File: src/design/io_read_accumulator_pkg.sv
// shared constants and types for the io read and accumulator unit
package io_read_accumulator_pkg;

    // ----------------
    // instruction codes
    // ----------------
    localparam logic [7:0] INSTR_INPUT_READ = 8'h0f;
    localparam logic [7:0] INSTR_ARITH = 8'h13;
    localparam logic [7:0] INSTR_COMPARE = 8'h14;
    localparam logic [7:0] INSTR_BRANCH = 8'h15;

    // ----------------
    // banks, ports, status
    // ----------------
    localparam logic [7:0] BANK_DIGITAL_IN = 8'h00;
    localparam logic [7:0] BANK_ANALOG_IN = 8'h01;
    localparam logic [7:0] BANK_OUT_STATE = 8'h02;
    localparam logic [7:0] PORT_ALL_INPUTS = 8'hff;
    localparam logic [7:0] PORT_ANALOG = 8'h00;
    localparam logic [7:0] STATUS_OK = 8'h64;
    localparam logic [7:0] STATUS_BAD_CMD = 8'h02;
    localparam logic [7:0] STATUS_BAD_VALUE = 8'h04;
    localparam logic [7:0] STATUS_BAD_CSUM = 8'h01;
    localparam int FRAME_BYTES = 9;
    localparam logic [3:0] LAST_BYTE_IDX = 4'h8;
    localparam int DIV_STEPS = 32;

    // ----------------
    // arithmetic operations
    // ----------------
    typedef enum logic [7:0] {
        OP_ADD = 8'h00,
        OP_SUB = 8'h01,
        OP_MUL = 8'h02,
        OP_DIV = 8'h03,
        OP_MOD = 8'h04,
        OP_AND = 8'h05,
        OP_OR = 8'h06,
        OP_XOR = 8'h07,
        OP_NOT = 8'h08,
        OP_LOAD = 8'h09
    } arith_op_t;

    // branch conditions
    localparam logic [7:0] COND_ZERO = 8'h00;
    localparam logic [7:0] COND_NOT_ZERO = 8'h01;
    localparam logic [7:0] COND_EQUAL = 8'h02;
    localparam logic [7:0] COND_NOT_EQUAL = 8'h03;
    localparam logic [7:0] COND_GREATER = 8'h04;
    localparam logic [7:0] COND_GREATER_EQ = 8'h05;
    localparam logic [7:0] COND_LOWER = 8'h06;
    localparam logic [7:0] COND_LOWER_EQ = 8'h07;

    // ----------------
    // frame carriers
    // ----------------
    typedef struct packed {
        logic [7:0] addr;
        logic [7:0] instr;
        logic [7:0] kind;
        logic [7:0] bank;
        logic [31:0] value;
    } cmd_frame_t;

    typedef struct packed {
        logic [7:0] host_addr;
        logic [7:0] target_addr;
        logic [7:0] status;
        logic [7:0] instr;
        logic [31:0] value;
    } reply_frame_t;

    // compare flags: zero, equal, greater, lower
    typedef struct packed {
        logic zero;
        logic equal;
        logic greater;
        logic lower;
    } cmp_flags_t;

    // bank 0 digital input vector positions
    localparam int DIN_WIDTH = 7;
    localparam int DOUT_WIDTH = 8;

    function automatic logic [7:0] byte_sum8(input logic [63:0] b);
        logic [7:0] s;
        s = 8'h00;
        for (int i = 0; i < 8; i++) begin
            s = s + b[i*8 +: 8];
        end
        return s;
    endfunction

endpackage

File: src/design/io_read_accumulator_unit.sv
// command executor for input read, accumulator arithmetic and compare
`timescale 1ns/100ps
// Behaviour
// - input read selects port by type, bank
// - digital reads 0/1, analog 16-bit unsigned
// - program mode copies read value into accumulator
// - direct mode replies status ok for a valid port, accumulator kept except port 255 read loads its low byte
// - bank 0 maps analog, down, up lines
// - port 255 packs all inputs low byte
// - analog line readable digital and analog
// - bank 2 returns last set outputs
// - type byte selects ten accumulator operations
// - arithmetic result replaces accumulator
// - direct arithmetic replies ok unless op invalid or divisor zero, echoes operand
// - compare sets flags, accumulator untouched
// - branch test uses flags, eight conditions
module io_read_accumulator_unit
    import io_read_accumulator_pkg::*;
(
    input wire logic i_clk_sys,
    input wire logic i_resetn,
    input wire logic i_rx_valid,
    input wire logic [7:0] i_rx_byte,
    input wire logic i_prog_valid,
    input wire cmd_frame_t i_prog_cmd,
    input wire logic [7:0] i_host_addr,
    input wire logic [7:0] i_module_addr,
    input wire logic i_analog_line_zero_level,
    input wire logic [2:0] i_down_line,
    input wire logic [2:0] i_up_line,
    input wire logic [15:0] i_analog_value,
    input wire logic [7:0] i_out_state,
    input wire logic [7:0] i_branch_cond,
    output logic o_prog_ready,
    output logic o_prog_done,
    output logic o_tx_valid,
    output logic [7:0] o_tx_byte,
    output logic [31:0] o_accumulator,
    output cmp_flags_t o_flags,
    output logic o_branch_taken
);

    // ----------------
    // input synchronisers
    // ----------------
    logic [DIN_WIDTH-1:0] din_meta_q;
    logic [DIN_WIDTH-1:0] din_sync_q;
    logic [15:0] ain_meta_q;
    logic [15:0] ain_sync_q;
    wire logic [DIN_WIDTH-1:0] din_raw = {i_up_line, i_down_line, i_analog_line_zero_level};

    always_ff @(posedge i_clk_sys or negedge i_resetn) begin
        if (!i_resetn) begin
            din_meta_q <= '0;
            din_sync_q <= '0;
            ain_meta_q <= 16'h0;
            ain_sync_q <= 16'h0;
        end else begin
            din_meta_q <= din_raw;
            din_sync_q <= din_meta_q;
            ain_meta_q <= i_analog_value;
            ain_sync_q <= ain_meta_q;
        end
    end

    // ----------------
    // command frame assembly
    // ----------------
    logic [7:0] rx_buf_q [FRAME_BYTES];
    logic [3:0] rx_idx_q;
    logic rx_full_q;

    wire logic [63:0] rx_body = {rx_buf_q[0], rx_buf_q[1], rx_buf_q[2], rx_buf_q[3],
                                 rx_buf_q[4], rx_buf_q[5], rx_buf_q[6], rx_buf_q[7]};
    wire cmd_frame_t rx_cmd = cmd_frame_t'(rx_body);
    wire logic rx_csum_ok = (byte_sum8(rx_body) == rx_buf_q[8]);
    wire logic rx_for_us = (rx_cmd.addr == i_module_addr);

    typedef enum logic [2:0] {ST_IDLE, ST_EXEC, ST_DIV_WAIT, ST_REPLY} state_t;
    state_t state_q;

    always_ff @(posedge i_clk_sys or negedge i_resetn) begin
        if (!i_resetn) begin
            rx_idx_q <= 4'h0;
            rx_full_q <= 1'b0;
            for (int i = 0; i < FRAME_BYTES; i++) begin
                rx_buf_q[i] <= 8'h00;
            end
        end else begin
            if (rx_full_q && state_q == ST_IDLE) begin
                rx_full_q <= 1'b0;
            end
            if (i_rx_valid && !rx_full_q) begin
                rx_buf_q[rx_idx_q] <= i_rx_byte;
                if (rx_idx_q == LAST_BYTE_IDX) begin
                    rx_idx_q <= 4'h0;
                    rx_full_q <= 1'b1;
                end else begin
                    rx_idx_q <= rx_idx_q + 4'h1;
                end
            end
        end
    end

    // ----------------
    // command selection
    // ----------------
    cmd_frame_t cmd_q;
    logic direct_q;
    logic csum_bad_q;
    logic [31:0] acc_q;
    cmp_flags_t flags_q;
    reply_frame_t reply_q;

    wire logic take_direct = (state_q == ST_IDLE) && rx_full_q && rx_for_us;
    wire logic take_prog = (state_q == ST_IDLE) && !take_direct && i_prog_valid;
    assign o_prog_ready = (state_q == ST_IDLE) && !take_direct;

    // ----------------
    // input read decode
    // ----------------
    wire logic [7:0] din_vec = {1'b0, din_sync_q};
    wire logic din_port_ok = (cmd_q.kind < 8'(DIN_WIDTH));
    wire logic dout_port_ok = (cmd_q.kind < 8'(DOUT_WIDTH));
    wire logic [2:0] port_sel = cmd_q.kind[2:0];
    wire logic bit_din = din_port_ok ? din_vec[port_sel] : 1'b0;
    wire logic bit_dout = dout_port_ok ? i_out_state[port_sel] : 1'b0;

    logic [31:0] read_value;
    logic read_ok;
    always_comb begin
        read_value = 32'h0;
        read_ok = 1'b1;
        if (cmd_q.bank == BANK_DIGITAL_IN && cmd_q.kind == PORT_ALL_INPUTS) begin
            read_value = {24'h0, din_vec};
        end else if (cmd_q.bank == BANK_DIGITAL_IN) begin
            read_value = {31'h0, bit_din};
            read_ok = din_port_ok;
        end else if (cmd_q.bank == BANK_ANALOG_IN) begin
            read_value = {16'h0, ain_sync_q};
            read_ok = (cmd_q.kind == PORT_ANALOG);
        end else if (cmd_q.bank == BANK_OUT_STATE) begin
            read_value = {31'h0, bit_dout};
            read_ok = dout_port_ok;
        end else begin
            read_ok = 1'b0;
        end
    end

    // ----------------
    // arithmetic decode
    // ----------------
    wire logic [31:0] operand = cmd_q.value;
    wire logic [63:0] product = 64'($signed(acc_q) * $signed(operand));
    wire arith_op_t op = arith_op_t'(cmd_q.kind);
    wire logic op_is_div = (op == OP_DIV) || (op == OP_MOD);
    wire logic op_ok = (cmd_q.kind <= OP_LOAD);

    logic [31:0] arith_result;
    always_comb begin
        arith_result = acc_q;
        unique case (op)
            OP_ADD: arith_result = acc_q + operand;
            OP_SUB: arith_result = acc_q - operand;
            OP_MUL: arith_result = product[31:0];
            OP_AND: arith_result = acc_q & operand;
            OP_OR: arith_result = acc_q | operand;
            OP_XOR: arith_result = acc_q ^ operand;
            OP_NOT: arith_result = ~acc_q;
            OP_LOAD: arith_result = operand;
            default: arith_result = acc_q;
        endcase
    end

    // compare flags, signed
    wire cmp_flags_t cmp_next = '{
        zero: (acc_q == 32'h0),
        equal: (acc_q == operand),
        greater: ($signed(acc_q) > $signed(operand)),
        lower: ($signed(acc_q) < $signed(operand))
    };

    // ----------------
    // divider
    // ----------------
    wire logic div_start = (state_q == ST_EXEC) && (cmd_q.instr == INSTR_ARITH)
                           && op_is_div && (operand != 32'h0);
    wire logic div_done;
    wire logic [31:0] div_quo;
    wire logic [31:0] div_rem;

    serial_divider u_div (
        .i_clk_sys(i_clk_sys),
        .i_resetn(i_resetn),
        .i_start(div_start),
        .i_dividend(acc_q),
        .i_divisor(operand),
        .o_done(div_done),
        .o_quotient(div_quo),
        .o_remainder(div_rem)
    );

    // ----------------
    // reply byte stream
    // ----------------
    logic [3:0] tx_idx_q;
    wire logic [63:0] reply_body = reply_q;
    wire logic [7:0] reply_csum = byte_sum8(reply_body);
    wire logic [7:0] tx_pick = (tx_idx_q == LAST_BYTE_IDX) ? reply_csum
                               : reply_body[8'(63 - 8 * tx_idx_q) -: 8];

    function automatic reply_frame_t make_reply(input logic [7:0] h, input logic [7:0] t,
                                                input logic [7:0] s, input logic [7:0] ins,
                                                input logic [31:0] v);
        make_reply = '{host_addr: h, target_addr: t, status: s, instr: ins, value: v};
    endfunction

    // ----------------
    // execution sequencer
    // ----------------
    always_ff @(posedge i_clk_sys or negedge i_resetn) begin
        if (!i_resetn) begin
            state_q <= ST_IDLE;
            cmd_q <= '0;
            direct_q <= 1'b0;
            csum_bad_q <= 1'b0;
            acc_q <= 32'h0;
            flags_q <= '0;
            reply_q <= '0;
            tx_idx_q <= 4'h0;
            o_prog_done <= 1'b0;
            o_tx_valid <= 1'b0;
            o_tx_byte <= 8'h00;
        end else begin
            o_prog_done <= 1'b0;
            o_tx_valid <= 1'b0;
            unique case (state_q)
                ST_IDLE: begin
                    if (take_direct) begin
                        cmd_q <= rx_cmd;
                        direct_q <= 1'b1;
                        csum_bad_q <= !rx_csum_ok;
                        state_q <= ST_EXEC;
                    end else if (take_prog) begin
                        cmd_q <= i_prog_cmd;
                        direct_q <= 1'b0;
                        csum_bad_q <= 1'b0;
                        state_q <= ST_EXEC;
                    end
                end
                ST_EXEC: begin
                    state_q <= direct_q ? ST_REPLY : ST_IDLE;
                    o_prog_done <= !direct_q;
                    reply_q <= make_reply(i_host_addr, i_module_addr, STATUS_OK,
                                          cmd_q.instr, 32'h0);
                    if (csum_bad_q) begin
                        reply_q.status <= STATUS_BAD_CSUM;
                    end else if (cmd_q.instr == INSTR_INPUT_READ) begin
                        reply_q.value <= read_value;
                        reply_q.status <= read_ok ? STATUS_OK : STATUS_BAD_VALUE;
                        if (!direct_q && read_ok) begin
                            acc_q <= read_value;
                        end
                        if (direct_q && read_ok && cmd_q.bank == BANK_DIGITAL_IN
                            && cmd_q.kind == PORT_ALL_INPUTS) begin
                            acc_q <= {acc_q[31:8], din_vec};
                        end
                    end else if (cmd_q.instr == INSTR_ARITH) begin
                        reply_q.value <= operand;
                        reply_q.status <= op_ok ? STATUS_OK : STATUS_BAD_VALUE;
                        if (div_start) begin
                            state_q <= ST_DIV_WAIT;
                            o_prog_done <= 1'b0;
                        end else if (op_ok && !op_is_div) begin
                            acc_q <= arith_result;
                        end else if (op_is_div) begin
                            reply_q.status <= STATUS_BAD_VALUE;
                        end
                    end else if (cmd_q.instr == INSTR_COMPARE) begin
                        flags_q <= cmp_next;
                    end else begin
                        reply_q.status <= STATUS_BAD_CMD;
                    end
                end
                ST_DIV_WAIT: begin
                    if (div_done) begin
                        acc_q <= (op == OP_DIV) ? div_quo : div_rem;
                        state_q <= direct_q ? ST_REPLY : ST_IDLE;
                        o_prog_done <= !direct_q;
                    end
                end
                ST_REPLY: begin
                    o_tx_valid <= 1'b1;
                    o_tx_byte <= tx_pick;
                    if (tx_idx_q == LAST_BYTE_IDX) begin
                        tx_idx_q <= 4'h0;
                        state_q <= ST_IDLE;
                    end else begin
                        tx_idx_q <= tx_idx_q + 4'h1;
                    end
                end
            endcase
        end
    end

    // ----------------
    // branch condition evaluation
    // ----------------
    function automatic logic cond_met(input logic [7:0] c, input cmp_flags_t f);
        unique case (c)
            COND_ZERO: cond_met = f.zero;
            COND_NOT_ZERO: cond_met = !f.zero;
            COND_EQUAL: cond_met = f.equal;
            COND_NOT_EQUAL: cond_met = !f.equal;
            COND_GREATER: cond_met = f.greater;
            COND_GREATER_EQ: cond_met = f.greater || f.equal;
            COND_LOWER: cond_met = f.lower;
            COND_LOWER_EQ: cond_met = f.lower || f.equal;
            default: cond_met = 1'b0;
        endcase
    endfunction

    assign o_branch_taken = cond_met(i_branch_cond, flags_q);
    assign o_accumulator = acc_q;
    assign o_flags = flags_q;

endmodule

File: src/design/serial_divider.sv
// sequential signed divider returning quotient and remainder
`timescale 1ns/100ps
module serial_divider
    import io_read_accumulator_pkg::*;
(
    input wire logic i_clk_sys,
    input wire logic i_resetn,
    input wire logic i_start,
    input wire logic [31:0] i_dividend,
    input wire logic [31:0] i_divisor,
    output logic o_done,
    output logic [31:0] o_quotient,
    output logic [31:0] o_remainder
);

    // ----------------
    // magnitudes and signs
    // ----------------
    wire logic neg_n = i_dividend[31];
    wire logic neg_d = i_divisor[31];
    wire logic [31:0] mag_n = neg_n ? (32'h0 - i_dividend) : i_dividend;
    wire logic [31:0] mag_d = neg_d ? (32'h0 - i_divisor) : i_divisor;

    logic [31:0] quo_q;
    logic [32:0] rem_q;
    logic [31:0] div_q;
    logic [5:0] cnt_q;
    logic busy_q;
    logic qneg_q;
    logic rneg_q;

    wire logic [32:0] shifted = {rem_q[31:0], quo_q[31]};
    wire logic [32:0] trial = shifted - {1'b0, div_q};
    wire logic fits = !trial[32];
    wire logic [31:0] quo_next = {quo_q[30:0], fits};
    wire logic [32:0] rem_next = fits ? trial : shifted;

    // ----------------
    // restoring division, one bit per cycle
    // ----------------
    always_ff @(posedge i_clk_sys or negedge i_resetn) begin
        if (!i_resetn) begin
            quo_q <= 32'h0;
            rem_q <= 33'h0;
            div_q <= 32'h0;
            cnt_q <= 6'h0;
            busy_q <= 1'b0;
            qneg_q <= 1'b0;
            rneg_q <= 1'b0;
            o_done <= 1'b0;
            o_quotient <= 32'h0;
            o_remainder <= 32'h0;
        end else begin
            o_done <= 1'b0;
            if (i_start && !busy_q) begin
                quo_q <= mag_n;
                rem_q <= 33'h0;
                div_q <= mag_d;
                cnt_q <= 6'(DIV_STEPS);
                busy_q <= 1'b1;
                qneg_q <= neg_n ^ neg_d;
                rneg_q <= neg_n;
            end else if (busy_q) begin
                quo_q <= quo_next;
                rem_q <= rem_next;
                cnt_q <= cnt_q - 6'h1;
                if (cnt_q == 6'h1) begin
                    busy_q <= 1'b0;
                    o_done <= 1'b1;
                    o_quotient <= qneg_q ? (32'h0 - quo_next) : quo_next;
                    o_remainder <= rneg_q ? (32'h0 - rem_next[31:0]) : rem_next[31:0];
                end
            end
        end
    end

endmodule

File: config.mk
export PLATFORM = sky130hd
export DESIGN_NAME = io_read_accumulator_unit
export DESIGN_NICKNAME = d
export VERILOG_FILES = /design/src/design/io_read_accumulator_pkg.sv /design/src/design/io_read_accumulator_unit.sv /design/src/design/serial_divider.sv
export SDC_FILE = /design/constraint.sdc
export NUM_CORES = 2
export LEC_CHECK = 0
export BUFFER_PORTS_ARGS = -buffer_cell sky130_fd_sc_hd__buf_2
export CAP_MARGIN = 10
export CORE_MARGIN = 1.5
export CORE_UTILIZATION = 60
export CTS_CLUSTER_SIZE = 16
export DETAILED_ROUTE_END_ITERATION = 6
export PLACE_DENSITY = 0.82
export SETUP_SLACK_MARGIN = 0.15
export SYNTH_ARGS = -nofsm -noshare
export SYNTH_HDL_FRONTEND = slang
export SYNTH_SLANG_ARGS = --single-unit
File: constraint.sdc
create_clock -name i_clk_sys -period 10.3 [get_ports i_clk_sys]
set_input_delay 2.06 -clock i_clk_sys [delete_from_list [all_inputs] [get_ports i_clk_sys]]
set_output_delay 2.06 -clock i_clk_sys [all_outputs]
set_load 0.1 [all_outputs]
==> metrics.md <==
| Metric | Value |
|---|---|
| Cts bufs inserted | 48 |
| Layout net count | 6385 |
| Die height | 285.3 um |
| Slowest library cell on the worst path | clkinv_1 |
| Sequential fraction of the synthesis area | 0.2423 |
| I/O Pins | 179 |
| Vias in the first global route | 43.43k |
| Status | complete, no violations |
| Gpl congestion | 1.057 |
| Root buffer cell | clkbuf_16 |
| Seq. cell area | 11590 um^2 |
| Iter 0 DRT Violations | 5449 |
| Critical Path AT | 9.78 ns |
| Placement Setup Slack | 1.246 ns |
| Initial antenna violation count | 14 |
| CTS tree | yes |
| Final Instance Count excl. Fillers | 6547 |
| Final TNS setup | 0 ns |
| Total die area | 81410 um^2 |
| Hold_buf cts | 0 |
| Overall Global Routing Usage | 0.4360 |
| Fraction of layout cells with a size suffix above 1 | 0.1004 |
| # rows | 103 |
| Startpoint types | register |
| Clock sinks | 463 |
| Relative slew slack | 0.1276 |
| Final hold viol count | 0 |
| Maximum clock path buffer count | 3 |
| Unrepaired setup endpoints after global routing | false |
| Multi-input logic area | 32450 um^2 |
| Max stage delay on crit path | 0.67 ns |
| Syn avg cell area | 8.830 um^2 |
| Synth Net Count | 6346 |
| Final WS setup | 1.013 ns |
| Critical Path End Type | register |
| Hold WC Path Type | reg2reg |
| Fill count | 6180 |
| Final min period | 9.287 ns |
| Vias | 42.95k |
| Max Cap Violations | 0 |
| Most frequent cells in the layout | 669 x inv_1, 596 x nand2_1, 553 x nor2_1 |
| H-tree levels | 2 |
| Post-synth cell types | 92 |
| Resized cells post-CTS | 0 |
| EDFF count, synth | 0 |
| Port buffer count | 170 |
| Avg WL per Cell | 26.98 um |
| Ys flop type | dfrtp_1 |
| Post-DP HPWL | 131800 um |
| Final WL | 176600 um |
| Post-synthesis async set-or-reset flop share | 1.000 |
| Total gr overflow | 0 |
| DR pass1 iterations | 6 |
| Core box area | 79000 um^2 |
| Yosys warns | 0 |
| Pin count of the biggest net entering global routing | 180 |
| Mapped cell area | 47820 um^2 |
| Post-route DRC | 0 |
| Synth Instances | 5416 |
| Die width | 285.3 um |
| Worst-path clk slew | 0.06 ns |
| Clock Latency Late Sink | 0.62 ns |
| Slew Limit Fails | 0 |
| Final worst-path cycle share | 0.9016 |
| Setup bufs post-CTS | 0 |
| Final setup vio count | 0 |
| Actual slew at the worst max-slew pin | 1.299 ns |
| Critical path type | reg2reg |
| Commonest non-fill, non-tap cell in the layout | inv_1 |
| CP Data Required Time | 10.79 ns |
| Placed insts | 6454 |
| Final antenna-violating net count | 0 |
| Synthesis-stage register bit count | 463 |
| Final Skew | 0.02781 ns |
| Maximum fanout along the worst path | 16 |
| Crit-path most repeated cell | fa_1 |
| Initial Util | 0.6053 |
| Max Fclk | 0.1077 GHz |
| First-pass GRT wire length | 265000 um |
| Final Hold Slack | 0.3462 ns |
| Vias per cell | 6.559 |
| Layout area overhead | 7.702% |
layout make-up:
cell class                 instances  area share
multi-input combinational       3944      0.6301
sequential                       463      0.2250
inverter                         698     0.05087
timing repair buffer             300     0.03615
tap                             1050     0.02551
clock buffer                      63     0.02539
clock inverter                    22    0.006583
antenna                            7   0.0003401
kinds of logic after synthesis:
kind of cell / synth area share
AOI/OAI and AO/OA: 0.1424
xor gates and xnor gates: 0.05677
adders and majority gates: 0.2855
buffers and inverters: 0.07983
DFF: 0.2423
muxes: 0.06182
and+or+nand+nor: 0.1314
through the flow:
stage | instance area, um^2 | utilization
floorplan | 47820 | -
global placement | 49820 | 0.6307
detailed placement | 49820 | 0.6307
CTS | 51470 | 0.6515
global route | 51490 | 0.6518
finish | 51510 | 0.6520
critical path, delay by kind of cell, from the launching register on:
kind            cells  cell delay [ns]
compound gates      9             2.85
flops               1             0.50
fa+ha+maj           9             3.66
simple gates        2             0.27
xor+xnor            1             0.31
buf+inv             7             1.54
final timing paths:
kind / start / to / slack [ns] / cells after the start
max: operand[2]$_DFFE_PN0P_ / o_accumulator[29]$_DFFE_PN0P_ / 1.01 / 28
min: ain_meta_q[6]$_DFF_PN0_ / ain_sync_q[6]$_DFF_PN0_ / 0.35 / 0
max reg2reg: operand[2]$_DFFE_PN0P_ / o_accumulator[29]$_DFFE_PN0P_ / 1.01 / 28
min reg2reg: ain_meta_q[6]$_DFF_PN0_ / ain_sync_q[6]$_DFF_PN0_ / 0.35 / 0
max in group asynchronous: i_resetn / op[0]$_DFFE_PN0P_ / 7.20 / 2
min in group asynchronous: i_resetn / u_div.div_q[10]$_DFFE_PN0P_ / 1.51 / 1
registers in the layout, summed over array words and instances (netlist names), 2 cells and up:
signal,flops
ain_meta_q,16
ain_sync_q,16
cmd_q,16
din_meta_q,7
din_sync_q,7
o_accumulator,32
o_flags,4
o_tx_byte,8
op,8
operand,32
reply_body,60
rx_body,64
rx_buf_q,8
rx_idx_q,4
state_q,2
tx_idx_q,4
u_div.cnt_q,6
u_div.div_q,32
u_div.o_quotient,32
u_div.o_remainder,32
u_div.quo_q,32
u_div.rem_q,32
routing by layer:
layer,share of wire,GRT usage
met1,0.36,0.5511
met2,0.42,0.6316
met3,0.14,0.1620
met4,0.077,0.2750
met5,0.00071,0.005814
cells in the mapped netlist, types with 22 or more instances:
| cell type | instances | area, um^2 |
|---|---|---|
| nor3_1 | 73 | 365.4 |
| o22ai_1 | 34 | 212.7 |
| o21ai_0 | 402 | 2012 |
| clkinv_1 | 22 | 82.58 |
| nand3_1 | 53 | 265.3 |
| mux2_2 | 105 | 1182 |
| a22oi_1 | 47 | 352.8 |
| a21o_1 | 38 | 285.3 |
| mux2i_1 | 139 | 1391 |
| a21oi_1 | 257 | 1286 |
| o211ai_1 | 23 | 172.7 |
| nor2_1 | 553 | 2076 |
| o21bai_1 | 23 | 172.7 |
| ha_1 | 312 | 3904 |
| inv_1 | 669 | 2511 |
| nand4_1 | 26 | 162.7 |
| clkbuf_1 | 257 | 964.7 |
| a211oi_1 | 33 | 247.7 |
| o31ai_1 | 50 | 375.4 |
| a31oi_1 | 26 | 162.7 |
| buf_1 | 40 | 150.1 |
| dfrtp_1 | 463 | 11590 |
| xor2_1 | 74 | 648.1 |
| nand2b_1 | 23 | 143.9 |
| nor4_1 | 27 | 168.9 |
| nand2_1 | 596 | 2237 |
| nor2b_1 | 22 | 137.6 |
| fa_1 | 487 | 9749 |
| xnor2_1 | 236 | 2067 |
Power is left out: the tool's default activity adds up to more than one toggle a clock period on the data nets, which glitch-free logic cannot reach.
